<file path="src/pdac_pkg.sv">
// Purpose: Shared constants and carriers for the parallel converter host port.
// Assumes: 25 MHz system clock, one clock domain.
// Notes: Phase lengths are minimum hold times expressed in clock cycles.
package pdac_pkg;
    localparam int WORD_W = 12;
    localparam int CLK_MHZ = 25;
    // Setup, strobe and release times in nanoseconds, kept conservative.
    localparam int T_SETUP_NS = 40;
    localparam int T_STROBE_NS = 80;
    localparam int T_RELEASE_NS = 40;
    localparam int SETUP_CYC = (T_SETUP_NS * CLK_MHZ + 999) / 1000;
    localparam int STROBE_CYC = (T_STROBE_NS * CLK_MHZ + 999) / 1000;
    localparam int RELEASE_CYC = (T_RELEASE_NS * CLK_MHZ + 999) / 1000;
    localparam int CNT_W = 4;
    localparam logic [11:0] WORD_RESET = 12'h000;

    typedef logic [WORD_W-1:0] word_t;

    typedef enum logic [2:0] {
        ST_IDLE,
        ST_SETUP,
        ST_STROBE,
        ST_RELEASE
    } phase_e;

    typedef struct packed {
        logic sel_n;
        logic rd_wr;
        logic data_oe;
        word_t data_out;
    } pins_s;
endpackage

</file>
<file path="src/pdac_host.sv">
// Purpose: Host controller driving the parallel port of a 12-bit converter.
// Assumes: Bus pins are synchronous to clock; the device answers within the strobe phase.
// Notes: One access at a time; req_ready is low while an access runs.
//
// What this block does
// [RULE_01] Each value moves as one whole 12-bit word on the data pins.
// [RULE_02] Select and read/write alone decide the direction of the shared bus.
// [RULE_03] A write holds read/write low while the word is driven, and select low only in the strobe phase.
// [RULE_04] The device loads its converter register on the select rising edge.
// [RULE_05] Every write gives select both a falling and a rising edge.
// [RULE_06] A readback holds read/write high, lowers select, never drives data.
// [RULE_07] The device drives the stored word onto the pins during readback.
// [RULE_08] The device leaves the bus idle while select is high or writing.
`timescale 1ns/1ns
module pdac_host (
    input wire logic clock, // System clock.
    input wire logic nrst, // Asynchronous reset, active low.
    input wire logic req_valid, // Access request.
    output logic req_ready, // Host is idle and takes a request.
    input wire logic req_read, // One for readback, zero for write.
    input wire pdac_pkg::word_t req_data, // Word to write.
    output logic done, // One-cycle pulse at end of access.
    output pdac_pkg::word_t rd_data, // Last word read back.
    output logic sel_n, // Select pin, active low.
    output logic rd_wr, // Read/write pin, high for read.
    output pdac_pkg::word_t db_o, // Data pins, output value.
    output logic db_oe, // Data pins, high while host drives.
    input wire pdac_pkg::word_t db_i // Data pins, input value.
);
    pdac_pkg::phase_e phase;
    pdac_pkg::phase_e next_phase;
    pdac_pkg::pins_s pins;
    pdac_pkg::pins_s next_pins;
    logic [pdac_pkg::CNT_W-1:0] cnt;
    logic [pdac_pkg::CNT_W-1:0] next_cnt;
    logic is_read;
    logic done_q;

    // ****************************************************************
    // Phase sequencing
    // ****************************************************************
    function automatic logic [pdac_pkg::CNT_W-1:0] cyc(input int n);
        cyc = pdac_pkg::CNT_W'(n - 1);
    endfunction

    wire cnt_zero = (cnt == '0);
    wire take = req_valid && (phase == pdac_pkg::ST_IDLE);

    assign req_ready = (phase == pdac_pkg::ST_IDLE);

    always_comb begin
        next_phase = phase;
        next_cnt = cnt_zero ? cnt : cnt - 1'b1;
        next_pins = pins;
        unique case (phase)
            pdac_pkg::ST_IDLE: begin
                next_pins.sel_n = 1'b1;
                next_pins.data_oe = 1'b0;
                if (req_valid) begin
                    // Direction and data settle before select falls.
                    next_pins.rd_wr = req_read; // [RULE_02]
                    next_pins.data_oe = !req_read; // [RULE_03] [RULE_06]
                    next_pins.data_out = req_data; // [RULE_01]
                    next_cnt = cyc(pdac_pkg::SETUP_CYC);
                    next_phase = pdac_pkg::ST_SETUP;
                end
            end
            pdac_pkg::ST_SETUP: begin
                if (cnt_zero) begin
                    next_pins.sel_n = 1'b0; // [RULE_05]
                    next_cnt = cyc(pdac_pkg::STROBE_CYC);
                    next_phase = pdac_pkg::ST_STROBE;
                end
            end
            pdac_pkg::ST_STROBE: begin
                if (cnt_zero) begin
                    // Rising select loads the converter; data still held.
                    next_pins.sel_n = 1'b1; // [RULE_04] [RULE_05]
                    next_cnt = cyc(pdac_pkg::RELEASE_CYC);
                    next_phase = pdac_pkg::ST_RELEASE;
                end
            end
            pdac_pkg::ST_RELEASE: begin
                if (cnt_zero) begin
                    next_pins.data_oe = 1'b0;
                    next_pins.rd_wr = 1'b1;
                    next_phase = pdac_pkg::ST_IDLE;
                end
            end
            default: next_phase = pdac_pkg::ST_IDLE;
        endcase
    end

    always_ff @(posedge clock or negedge nrst) begin
        if (!nrst) begin
            phase <= pdac_pkg::ST_IDLE;
            cnt <= '0;
            pins <= '{sel_n: 1'b1, rd_wr: 1'b1, data_oe: 1'b0,
                      data_out: pdac_pkg::WORD_RESET};
        end else begin
            phase <= next_phase;
            cnt <= next_cnt;
            pins <= next_pins;
        end
    end

    // ****************************************************************
    // Readback capture and completion
    // ****************************************************************
    // Sampling on the last strobe cycle gives the device the longest drive time.
    wire sample = (phase == pdac_pkg::ST_STROBE) && cnt_zero && is_read;

    always_ff @(posedge clock or negedge nrst) begin
        if (!nrst) begin
            is_read <= 1'b0;
            rd_data <= pdac_pkg::WORD_RESET;
            done_q <= 1'b0;
        end else begin
            if (take) begin
                is_read <= req_read;
            end
            if (sample) begin
                rd_data <= db_i; // [RULE_07]
            end
            done_q <= (phase == pdac_pkg::ST_RELEASE) && cnt_zero;
        end
    end

    assign done = done_q;
    assign sel_n = pins.sel_n;
    assign rd_wr = pins.rd_wr;
    assign db_o = pins.data_out;
    assign db_oe = pins.data_oe;

    // ****************************************************************
    // Checks
    // ****************************************************************
    // Counts select-low cycles, so an over-long strobe is caught without a long repetition.
    logic [pdac_pkg::CNT_W-1:0] low_run;

    always_ff @(posedge clock or negedge nrst) begin
        if (!nrst) begin
            low_run <= '0;
        end else begin
            low_run <= sel_n ? '0 : low_run + 1'b1;
        end
    end
endmodule

</file>
<file path="config.mk">
export PLATFORM = sky130hd
export DESIGN_NAME = pdac_host
export DESIGN_NICKNAME = d
export VERILOG_FILES = /design/src/pdac_pkg.sv /design/src/pdac_host.sv
export SDC_FILE = /design/constraint.sdc
export NUM_CORES = 1
export LEC_CHECK = 0
export ABC_AREA = 1
export BUFFER_PORTS_ARGS = -buffer_cell sky130_fd_sc_hd__buf_2
export CORE_AREA = 5 5 64 66
export DETAILED_ROUTE_END_ITERATION = 6
export DIE_AREA = 0 0 69 71
export PLACE_DENSITY = 0.76
export SYNTH_ARGS = -nofsm -noshare
export SYNTH_HDL_FRONTEND = slang
export SYNTH_SLANG_ARGS = --single-unit
</file>
<file path="constraint.sdc">
create_clock -name clock -period 2 [get_ports clock]
set_input_delay 0.4 -clock clock [delete_from_list [all_inputs] [get_ports clock]]
set_output_delay 0.4 -clock clock [all_outputs]
set_load 0.01 [all_outputs]
</file>
== Yosys cells after proc, flatten, opt, wreduce, memory -nomap -nowiden ==
Cells that the tools add are included.

* Register bits: 36
* Bits of input ports: 28
* Output and inout port bits: 29
* Word-level logic and storage cells: 47

* Add/sub/neg operators: 1
* Equality and inequality tests: 7
* Multiplexer cells: 16
* Reductions and logical operators: 14

{| class="wikitable"
|+ Operators by type and width
! operator !! number
|-
| 4-bit two-way mux || 4
|-
| 14-bit two-way mux || 1
|-
| 3-bit two-way mux || 4
|-
| 3-bit case mux with 4 select lines || 1
|-
| 4-bit case mux with 3 select lines || 1
|-
| 2-bit inequality test (second input constant) || 4
|-
| 3-bit by 2-bit equality test with 1-bit output (second input constant) || 2
|-
| 3-bit AND reduction || 2
|-
| 1-bit logical AND || 4
|-
| 4-bit zero test || 1
|-
| 2-bit case mux with 2 select lines || 1
|-
| 2-bit AND reduction || 2
|-
| 4-bit AND reduction || 1
|-
| 4-bit by 1-bit subtractor with 4-bit output (second input constant) || 1
|-
| 3-bit by 1-bit equality test with 1-bit output (second input constant) || 1
|-
| 3-bit zero test || 1
|-
| 1-bit case mux with 3 select lines || 1
|-
| 3-bit nonzero test || 1
|-
| 1-bit two-way mux || 2
|-
| 2-bit two-way mux || 1
|-
| 2-bit nonzero test || 1
|-
| 1-bit zero test || 1
|}

== Depth between registers and ports, before layout ==
Gate-level depths: netlist (run 1).

* Depth in word-level cells: 4
* Mapped depth: 8
* Depth with buffers taken out: 8

== Least setup slack after synthesis (run 1) ==
No wires, ideal clock.

* Path kind: register to register
* Start point: register cnt[0] (netlist name)
* End point: register cnt[0] (netlist name)
* Setup time: 0.126 ns
* Arrival time: 1.285 ns
* Required time: 1.874 ns
* Setup slack: 0.590 ns
* Stages on the path, launching flop included: 9
* Period minus slack after synthesis: 1.410 ns
* Cells stage by stage: dfrtp_1 -> inv_1 -> ha_1 -> nand2_1 -> ha_1 -> nand2_1 -> o21ai_0 -> nand2_1 -> o21ai_0

* Word-level cells in the longest chain between the ends: 4
* Elaborated cells on any way between the ends: 7

{| class="wikitable"
|+ RTL lines
! what !! line !! text
|-
| from (decl) || pdac_host.sv:34 || <nowiki>logic [pdac_pkg::CNT_W-1:0] cnt;</nowiki>
|-
| from (signal assigned) || pdac_host.sv:102 || <nowiki>cnt <= next_cnt;</nowiki>
|-
| 4-bit by 1-bit subtractor with 4-bit output / 4-bit zero test (equally long branches) || pdac_host.sv:53, pdac_host.sv:46 ||
|-
| 4-bit two-way mux || pdac_host.sv:53 || <nowiki>next_cnt = cnt_zero ? cnt : cnt - 1'b1;</nowiki>
|-
| 4-bit two-way mux, on equally long branches || pdac_host.sv:76, pdac_host.sv:69, pdac_host.sv:59 ||
|-
| 4-bit case mux with 3 select lines (*) || pdac_host.sv:55 || <nowiki>unique case (phase)</nowiki>
|-
| net next_cnt, one bit || pdac_host.sv:35 || <nowiki>logic [pdac_pkg::CNT_W-1:0] next_cnt;</nowiki>
|}

The timed path passes the listed nets; every way through them passes the cells marked *.
A chain may end at the register's enable or synchronous reset.

== Final worst setup path (run 1) ==
* Start point: register phase[0]
* End point: output port req_ready

* Word-level cells in the longest chain between the ends: 1

{| class="wikitable"
|+ RTL lines
! what !! line !! text
|-
| from (decl) || pdac_host.sv:30 || <nowiki>pdac_pkg::phase_e phase;</nowiki>
|-
| from (signal assigned) || pdac_host.sv:96 || <nowiki>phase <= pdac_pkg::ST_IDLE;</nowiki>
|-
| from (signal assigned) || pdac_host.sv:101 || <nowiki>phase <= next_phase;</nowiki>
|-
| 3-bit zero test || pdac_host.sv:49 || <nowiki>assign req_ready = (phase == pdac_pkg::ST_IDLE);</nowiki>
|-
| to (decl) || pdac_host.sv:19 || <nowiki>output logic req_ready,</nowiki>
|}

Every way passes these cells.

==> implementation parameters, run 1 <==
Parameter                              Value

Outcome
  Outcome ... complete, no violations

Routing
  DR WL/cell ... 10.9 um
  DRC ... 0
  Detailed-routing iteration count for the pre-antenna-repair pass ... 4
  Average via count per standard cell ... 4.44
  Total Routed Length ... 3.08 mm
  Count of vias placed by the detailed router ... roughly 1,300
  Detail Route Antenna Nets ... 0
  Iteration-0 DRC count of the detailed router ... 39

GRT
  Layer with the highest usage after global routing ... met2
  Global route total overflow ... 0
  Number of global-route vias before repair ... around 1,200
  Met1 Usage GRT ... 15.8%
  Antenna violations before repair ... 0
  Wire length of the first global-routing pass ... 5.13 mm
  Largest net degree at the start of global routing ... 36
  Overall routing resource usage ... 13.1%
  Fraction of met3 tracks used by global routing ... under 10%
  Met2 demand-to-capacity share in global routing ... about a fifth

STA
  Count of pins over their slew limit ... 0
  Final Setup Violations ... 0
  Hold Vio Cnt, Final ... 0
  Slew of the pin with the lowest slew margin ... 0.751 ns
  Final setup skew ... 0.00528 ns
  RSZ-0062 raised after global routing ... false
  Maximum clock frequency ... 601 MHz
  Final critical path time including I/O delays and setup ... 1.66 ns
  Remaining max-slew budget at the tightest pin ... 49.9%
  TNS Setup ... 0 ns
  Final worst path period share ... roughly 83%

Synthesis
  Post-synth top flop ... dfrtp_1
  Post-synthesis cell type with the largest combined area ... dfrtp_1
  Number of synthesized register bits ... 35
  Mapped Cells ... 175
  Synth Warn # ... 0
  Top cells by instance count after synthesis ... 68 x nand2_1, 33 x dfrtp_1, 23 x inv_1
  Cell with the most instances after synthesis ... nand2_1
  Average instance area after synthesis ... approximately 9.2 um2
  Post-synth top area share ... 51.4%
  Sequential fraction of the synthesis area ... 54.7%
  Fraction of registers with async set or reset after synthesis ... 100%
  Number of enable flip-flop cells after synthesis ... 0
  Top post-synthesis cells by area ... dfrtp_1 51%, nand2_1 16%, o21ai_2 6.5%
  Post-synth net total ... 210
  Synth Cell Area ... between 0.0015 and 0.002 mm2
  Netlist cell types ... 19

Die
  Overall die area ... roughly 0.005 mm2
  Core region area ... between 0.003 and 0.004 mm2
  Count of pins on the block boundary ... 57
  Die extent in x ... 69 um
  Height of the die ... between 70 and 80 um
  Initial Util ... 45.6%
  Cell Rows ... 22

Clock tree
  Clock sink total ... 35
  Total number of H-tree levels ... 2
  Number of buffers added by the clock tree synthesis step ... 5
  Clock network latency to the later pin of the worst-skew pair ... 0.34 ns
  CTS tree ... yes
  Hold-fix buffers at CTS ... 0
  Clock transition at the registers of the reported paths ... 0.11 ns
  Clock tree root driver cell ... clkbuf_4
  Post-CTS setup buffers ... 0
  Post-CTS sizing ... 0
  Clk buf depth ... 2

Critical path
  Largest driver fanout on the critical path ... 6
  Class of the most critical setup path ... reg2out
  Origin of the critical flop-to-flop path ... cnt[0]
  Number of cells on the worst reg-to-reg path ... 7
  Data required time of the worst path ... ~1.6 ns
  CP max stage cell ... dfrtp_1
  Worst path arrival time ... 1.26 ns
  Max stage delay on crit path ... between 0.4 and 0.5 ns
  Worst Setup Start Kind ... register
  Critical path buffer and inverter count ... 2
  Largest delay contributor family on the critical path ... flip-flops
  Flop2flop setup slack ... 0.43 ns
  Crit path cell chain ... inv_1, ha_1, buf_2
  CP Capture Type ... primary output
  Endpoint of the lowest-slack register-to-register path ... cnt[0]

Power
  Power density relative to cell area ... between 1500 and 2000 mW/mm2
  Leakage ... approximately 0.0012 uW
  Peak supply drop ... 0.750 mV

Layout
  Area of all placed cells without fillers ... between 0.002 and 0.0025 mm2
  Antenna cells ... 0
  Area added between synthesis and finish ... 24.5%
  Fraction of final layout cells sized beyond drive strength 1 ... roughly a third
  Net total in the final layout ... 270

Placed design
  Detailed placement HPWL ... 2.34 mm
  Final weighted congestion of routability-driven global placement ... 0.803
  Port-buffer cells ... 56
  Post-placement cell area ... 0.00192 mm2

Hold path
  Min-delay worst type ... in2async

Run
  Number of maximum-capacitance constraint violations ... 0
-- how the worst max path moves through the flow --
| stage | start | to | slack [ns] | depth (start not counted) |
|---|---|---|---|---|
| 4_1_cts | phase[0] | req_ready | 0.31 | 3 |
| 6_report | phase[0] | req_ready | 0.34 | 3 |
| 2_1_floorplan | cnt[0] | cnt[0] | 0.59 | 8 |
| 3_5_place_dp | cnt[0] | rd_data[5] | 0.42 | 5 |
| 5_1_grt | phase[0] | req_ready | 0.23 | 3 |
| 3_3_place_gp | cnt[0] | rd_data[2] | 0.47 | 5 |
-- logic make-up (layout without fill, tap and decap cells) --
group,Yosys count,count (layout),share of synthesized area [%]
xor gates and xnor gates,2,2,1.09
adders and majority gates,7,7,5.45
buffers and inverters,27,88,7.55
and+or+nand+nor,83,83,21.6
DFF,35,35,54.7
AOI/OAI and AO/OA,21,21,9.66
-- cell type report --
| class | instances | area, um2 |
|---|---|---|
| clock buffer | 5 | 37.5 |
| sequential | 35 | 878 |
| fill | 356 | 1520 |
| clock inverter | 3 | 43.8 |
| timing repair buffer | 57 | 288 |
| inverter | 23 | 86.3 |
| multi-input combinational | 113 | 607 |
| tap | 48 | 60.1 |
-- cells in the final DEF, fill, tap and decap left out --
master,instances
a21boi_0,1
buf_2,56
buf_4,1
bufinv_16,1
clkbuf_4,5
clkinv_2,1
clkinv_4,1
dfrtp_1,33
dfstp_2,2
ha_1,7
inv_1,23
nand2_1,68
nand3_1,6
nand4_1,1
nand4_4,1
nor2_1,6
nor2_4,1
o21ai_0,7
o21ai_2,12
o31ai_1,1
xnor2_1,1
xor2_1,1
-- worst register-to-register path, stage by stage, from the launching register on --
cell and delay, ns:
dfrtp_1 0.39, inv_1 0.10, ha_1 0.32, nand2_1 0.19
ha_1 0.22, o21ai_0 0.15, nand2_1 0.06, o21ai_0 0.07
-- per-stage QoR --
stage	total power (uW)	std cells	worst slack (ns)	utilization (%)	hold WS (ns)
4_1_cts	3260	284	0.308	56.8	0.135
3_5_place_dp	2750	276	0.417	54.5	0.456
2_1_floorplan	2250	175	0.590	-	0.104
3_3_place_gp	2710	276	0.466	54.5	0.452
6_report	3210	284	0.336	56.8	0.118
5_1_grt	3510	284	0.232	56.8	0.162
-- metal layers --
layer | part of all wire, % | wire length [um]
met3 | 8.5 | 262
met2 | 45 | 1390
met1 | 45 | 1390
met4 | 1.6 | 48
met5 | 0 | 0
-- flip-flops by register name, indices dropped and copies added (netlist names) --
name / cells
cnt: 4
db_oe: 1
is_read: 1
phase: 2
db_o: 12
rd_wr: 1
sel_n: 1
done: 1
rd_data: 12
-- where the power goes --
| part | leakage [uW] | internal (uW) | switching, uW | total (uW) |
|---|---|---|---|---|
| clock network | 0.0000452 | 263 | 238 | 501 |
| registers | 0.000427 | 1060 | 184 | 1240 |
| logic | 0.000686 | 591 | 874 | 1460 |
(Power assumes the default switching activity.)
==> inputs of run 2 (changes only) <==
Clock period 2 ns to 1.6 ns, I/O delays scaled along.
==> implementation parameters, run 2 (synthesis results as in run 1) <==
Parameter                              Value

Power
  Fraction of power consumed by sequential logic ... between 30% and 40%
  Peak supply drop ... 0.817 mV
  Power density relative to cell area ... 1930 mW/mm2
  Combinational fraction of design power ... about half
  Switching Share ... 41.3%
  Part of the power in the clock network ... 11.2%
  Net switching power ... 1630 uW
  Power Internal ... 2310 uW
  Leakage ... 0.00117 uW

Critical path
  Endpoint of the lowest-slack register-to-register path ... rd_data[6]
  Worst path arrival time ... about 1.2 ns
  Flop2flop setup slack ... around 0.1 ns
  Number of cells on the worst reg-to-reg path ... 6
  Class of the most critical setup path ... reg2out
  Largest driver fanout on the critical path ... 6
  Data required time of the worst path ... 1.28 ns
  Origin of the critical flop-to-flop path ... phase[0]
  CP Capture Type ... primary output
  Crit path capture ... req_ready
  Worst Setup Start Kind ... register
  CP Launch Point ... phase[0]

Layout
  Net total in the final layout ... 275
  Area of the multi-input gates ... between 600 and 700 um2
  Top library cells by usage in the layout, fill and taps aside ... 67 x nand2_1, 56 x buf_2, 33 x dfrtp_1
  Fraction of final layout cells sized beyond drive strength 1 ... 36.1%
  Commonest non-fill, non-tap cell in the layout ... nand2_1
  Number of fillers in the final layout ... 334
  Post-layout util ... 58.0%
  Area added between synthesis and finish ... 27.1%
  Antenna cells ... 0
  Combined flip-flop and latch cell area ... 878 um2

Clock tree
  Total number of H-tree levels ... 2
  Clock network latency to the later pin of the worst-skew pair ... 0.32 ns
  Post-CTS setup buffers ... 0
  CTS tree ... yes
  Clk buf depth ... 2
  Clock tree root driver cell ... clkbuf_4
  Clock sink total ... 35
  Number of buffers added by the clock tree synthesis step ... 5
  Clock transition at the registers of the reported paths ... approximately 0.1 ns

STA
  Hold Vio Cnt, Final ... 0
  Final worst path period share ... between 90% and 100%
  TNS Setup ... 0 ns
  Final setup skew ... 0.00531 ns
  Maximum clock frequency ... 657 MHz
  RSZ-0062 raised after global routing ... false
  Count of pins over their slew limit ... 0
  Final Setup Violations ... 0
  Remaining max-slew budget at the tightest pin ... between 70% and 80%
  Slew of the pin with the lowest slew margin ... around 0.41 ns
  Final worst hold slack ... 0.183 ns
  Final critical path time including I/O delays and setup ... 1.52 ns
  Min setup slack post-route ... 0.0786 ns

Placed design
  Final weighted congestion of routability-driven global placement ... around 0.80
  Pre-CTS worst setup slack ... 0.139 ns
  Detailed placement HPWL ... 2.46 mm
  Port-buffer cells ... 56

Outcome
  Outcome ... complete, no violations

Routing
  Iteration-0 DRC count of the detailed router ... between 50 and 60
  Count of vias placed by the detailed router ... approximately 1,300
  Detail Route Antenna Nets ... 0
  DR WL/cell ... 10.8 um
  DRC ... 0
  Detailed-routing iteration count for the pre-antenna-repair pass ... 4
  Total Routed Length ... 3.13 mm
  Average via count per standard cell ... between 4 and 5

Hold path
  Hold depth ... 3
  Hold Crit Start ... req_data[9]
  Min-delay worst type ... in2reg

Die
  Count of pins on the block boundary ... 57
  Core region area ... about 0.0035 mm2
  Cell Rows ... 22
  Overall die area ... 0.00490 mm2
  Height of the die ... 71 um
  Initial Util ... 45.6%
  Die extent in x ... 69 um

GRT
  Global route total overflow ... 0
  Antenna violations before repair ... 0
  Overall routing resource usage ... 13.2%
  Wire length of the first global-routing pass ... 5.29 mm
  Largest net degree at the start of global routing ... 25
  Number of global-route vias before repair ... 1,236

Run
  Number of maximum-capacitance constraint violations ... 0
run 2: cell types whose count changed in the layout (fill, tap and decap cells not counted), sizes merged:
cell,before,now
buf,57,61
clkbuf,5,7
bufinv,1,0
clkinv,2,1
dlygate4sd3,0,1
run 2: layout make-up:
type,instances,area share (%)
multi-input cells,113,30.7
clock buffers,7,2.21
inverters,23,4.23
clock inverters,1,0.245
flip-flops and latches,35,43.0
well taps,48,2.94
repair buffers,62,16.7
run 2: through the flow:
step	power (uW)	cell area, um2	std cells
after floorplan	2810	1610	175
after global placement	3430	1960	280
after detailed placement	3470	1960	280
after CTS	3940	2020	289
after global routing	4320	2040	289
final	3940	2040	289
run 2: metal layers:
metal | global-route usage, % | share of wire [%] | up-vias
met5 | 0 | 0 | -
met4 | 5.21 | 0.93 | 0
met3 | 5.68 | 8.5 | 4
met2 | 20.4 | 45 | 45
met1 | 16.1 | 45 | 563
li1 | - | - | 668
run 2: critical path: stages, from the launching register on:
cell,delay (ns)
dfrtp_1,0.42
inv_1,0.14
ha_4,0.18
buf_2,0.13
run 2: how the worst min path moves through the flow:
stage	end	slack, ns
floorplan	cnt[0]	0.02
global placement	rd_data[3]	0.28
detailed placement	rd_data[3]	0.28
CTS	db_o[6]	0.17
global route	db_o[10]	0.17
finish	db_o[9]	0.18
run 2: power by group through the flow:
stage	combinational [uW]	sequential, uW	clock [uW]
after floorplan	1080	1730	0
after global placement	1860	1570	0
after detailed placement	1910	1570	0
after CTS	1920	1560	465
after global routing	2210	1610	497
final	1940	1560	440
run 2: what timing repair did:
| action | 4_1_cts | 5_1_grt |
|---|---|---|
| setup endpoints to repair | 1 | 2 |
| hold buffers | 1 | 0 |
| endpoints found under the hold margin | 17 | 0 |
| resized for setup | 1 | 4 |
==> inputs of run 3 (changes only) <==
Settings changed: ABC_AREA 1 to default, PLACE_DENSITY 0.76 to 0.75.
==> implementation parameters, run 3 <==
Parameter                              Value

Outcome
  Outcome ... complete, no violations

STA
  Hold Vio Cnt, Final ... 0
  Final critical path time including I/O delays and setup ... 1.56 ns
  Final Setup Violations ... 0
  Count of pins over their slew limit ... 0
  TNS Setup ... 0 ns
  Final worst hold slack ... 0.216 ns
  Maximum clock frequency ... 640 MHz
  Final worst path period share ... approximately 100%
  Final setup skew ... around 0.0066 ns
  Slew of the pin with the lowest slew margin ... 0.358 ns
  Remaining max-slew budget at the tightest pin ... 76.1%

GRT
  Global route total overflow ... 0
  Wire length of the first global-routing pass ... 5.26 mm
  Overall routing resource usage ... 13.6%
  Largest net degree at the start of global routing ... 36
  Antenna violations before repair ... 0
  Number of global-route vias before repair ... 1,126

Die
  Cell Rows ... 22
  Die extent in x ... 69 um
  Height of the die ... approximately 71 um
  Count of pins on the block boundary ... 57
  Core region area ... 0.00352 mm2
  Initial Util ... between 40 and 50%
  Overall die area ... 0.00490 mm2

Layout
  Area of all placed cells without fillers ... 0.00216 mm2
  Top library cells by usage in the layout, fill and taps aside ... 55 x buf_2, 33 x dfrtp_1, 15 x mux2_2
  Filler-free cell count of the finished design ... 232
  Fraction of final layout cells sized beyond drive strength 1 ... 64.7%
  Net total in the final layout ... 218
  Area added between synthesis and finish ... 36.6%
  Commonest non-fill, non-tap cell in the layout ... buf_2
  Antenna cells ... 0

Power
  Leakage ... 0.00106 uW
  Fraction of power consumed by sequential logic ... 34.1%
  Total power ... 4630 uW
  Power Internal ... 2940 uW
  Switching Share ... 36.6%
  Net switching power ... 1690 uW
  Power density relative to cell area ... 2140 mW/mm2
  Combinational fraction of design power ... between 50% and 60%
  Peak supply drop ... roughly 1.1 mV
  Part of the power in the clock network ... 9.6%

Synthesis
  Post-synth top flop ... dfrtp_1
  Number of enable flip-flop cells after synthesis ... 0
  Mapped Cells ... 111
  Number of synthesized register bits ... 35
  Post-synthesis cell type with the largest combined area ... dfrtp_1
  Synth Warn # ... 0
  Top cells by instance count after synthesis ... 33 x dfrtp_1, 15 x mux2_2, 11 x mux2_4
  Netlist cell types ... 27
  Sequential fraction of the synthesis area ... 55.5%
  Post-synth net total ... about 150
  Fraction of registers with async set or reset after synthesis ... 100%
  Synth Cell Area ... 0.00158 mm2
  Post-synth top area share ... a little over half
  Top post-synthesis cells by area ... dfrtp_1 52%, mux2_2 11%, mux2_4 10%
  Cell with the most instances after synthesis ... dfrtp_1
  Average instance area after synthesis ... 14.3 um2

Clock tree
  Clock transition at the registers of the reported paths ... around 0.10 ns
  Total number of H-tree levels ... 2
  CTS tree ... yes
  Number of buffers added by the clock tree synthesis step ... 5
  Clock sink total ... 35
  Clock tree root driver cell ... clkbuf_4
  Clk buf depth ... 2
  Clock network latency to the later pin of the worst-skew pair ... approximately 0.32 ns

Critical path
  Worst path arrival time ... 1.78 ns
  Data required time of the worst path ... 1.82 ns
  Crit path cell chain ... inv_2, ha_4, and2b_4, nor2_4, a2bb2oi_4, mux2_4
  Flop2flop setup slack ... 0.04 ns
  Max stage delay on crit path ... 0.43 ns
  Largest driver fanout on the critical path ... 5
  Worst Setup Start Kind ... register
  Largest delay contributor family on the critical path ... flip-flops
  Endpoint of the lowest-slack register-to-register path ... phase[1]
  Origin of the critical flop-to-flop path ... phase[1]
  CP max stage cell ... dfrtp_1
  Class of the most critical setup path ... reg2reg
  Number of cells on the worst reg-to-reg path ... 6
  CP Capture Type ... register
  Critical path buffer and inverter count ... 1

Placed design
  Detailed placement HPWL ... 2.40 mm
  Post-placement cell area ... 0.00199 mm2
  Final weighted congestion of routability-driven global placement ... 0.874
  Port-buffer cells ... 56
  Inst Count DP ... 220

Routing
  Detailed-routing iteration count for the pre-antenna-repair pass ... 4
  Average via count per standard cell ... 4.82
  Count of vias placed by the detailed router ... 1,119
  Detail Route Antenna Nets ... 0
  DRC ... 0
  DR WL/cell ... 14.4 um
  Iteration-0 DRC count of the detailed router ... 35
  Total Routed Length ... approximately 3.3 mm

Run
  Number of maximum-capacitance constraint violations ... 0

Hold path
  Min-delay worst type ... in2reg
  Hold depth ... 2
  Hold Crit Start ... req_data[11]
  End point of the most critical hold path ... db_o[11]
run 3: cell types whose count changed in the layout (fill, tap and decap cells not counted), sizes merged, moves of 3 or more:
cell / delta
nor2: +4
a21oi: +3
o21ai: -17
nand3: -5
mux2: +27
inv: -17
nand2: -64
buf: +6
run 3: power groups by stage:
| stage | clock network [uW] | registers (uW) | logic [uW] |
|---|---|---|---|
| 2_1_floorplan | 0 | 1740 | 1270 |
| 3_3_place_gp | 0 | 1560 | 2130 |
| 3_5_place_dp | 0 | 1590 | 2210 |
| 4_1_cts | 469 | 1580 | 2310 |
| 5_1_grt | 516 | 1630 | 2810 |
| 6_report | 445 | 1580 | 2610 |
run 3: repair_timing:
action                                 in CTS  in global routing
setup endpoints to repair                   4                 17
buffers inserted                            0                  3
endpoints found under the hold margin      33                  0
hold buffers                                1                  0
gates resized for setup                     3                 15
pin swaps                                   1                  3
run 3: stage by stage:
step / setup slack (ns) / utilization [%]
final: 0.0376 / 61.4
after global placement: 0.0422 / 56.6
after floorplan: 0.0195 / -
after detailed placement: -0.0519 / 56.6
after CTS: -0.0264 / 58.9
after global routing: -0.0334 / 61.4
run 3: routing by layer:
metal / global-route usage [%] / share of wire [%]
met1: 15.8 / 41
met2: 22.4 / 50
met3: 5.68 / 6.9
met4: 5.21 / 1.8
met5: 0 / 0
run 3: how the worst max path moves through the flow:
stage | start | to | slack (ns) | cells past startpoint
2_1_floorplan | phase[0] | phase[0] | 0.02 | 6
3_3_place_gp | phase[1] | phase[0] | 0.04 | 6
3_5_place_dp | phase[1] | phase[0] | -0.05 | 6
4_1_cts | phase[0] | phase[0] | -0.03 | 6
5_1_grt | phase[1] | phase[0] | -0.03 | 6
6_report | phase[1] | phase[1] | 0.04 | 6
run 3: cell type report:
cell class / count / area, um2
fillers: 292 / 1360
clock inverters: 1 / 5.00
repair buffers: 68 / 420
inverters: 6 / 22.5
clock buffers: 7 / 45.0
flip-flops and latches: 35 / 878
well taps: 48 / 60.1
multi-input cells: 67 / 732
run 3: worst register-to-register path, cell delays in order (launching register included):
cell	delay [ns]
dfrtp_1	0.43
inv_2	0.10
ha_4	0.15
and2b_4	0.22
nor2_4	0.06
a2bb2oi_4	0.19
mux2_4	0.31
run 3: kinds of logic after synthesis:
group,synth area share [%]
mux,21.8
compound gates,6.00
buf+inv,3.32
fa+ha+maj,5.53
simple gates,6.79
flops,55.5
xor+xnor,1.11
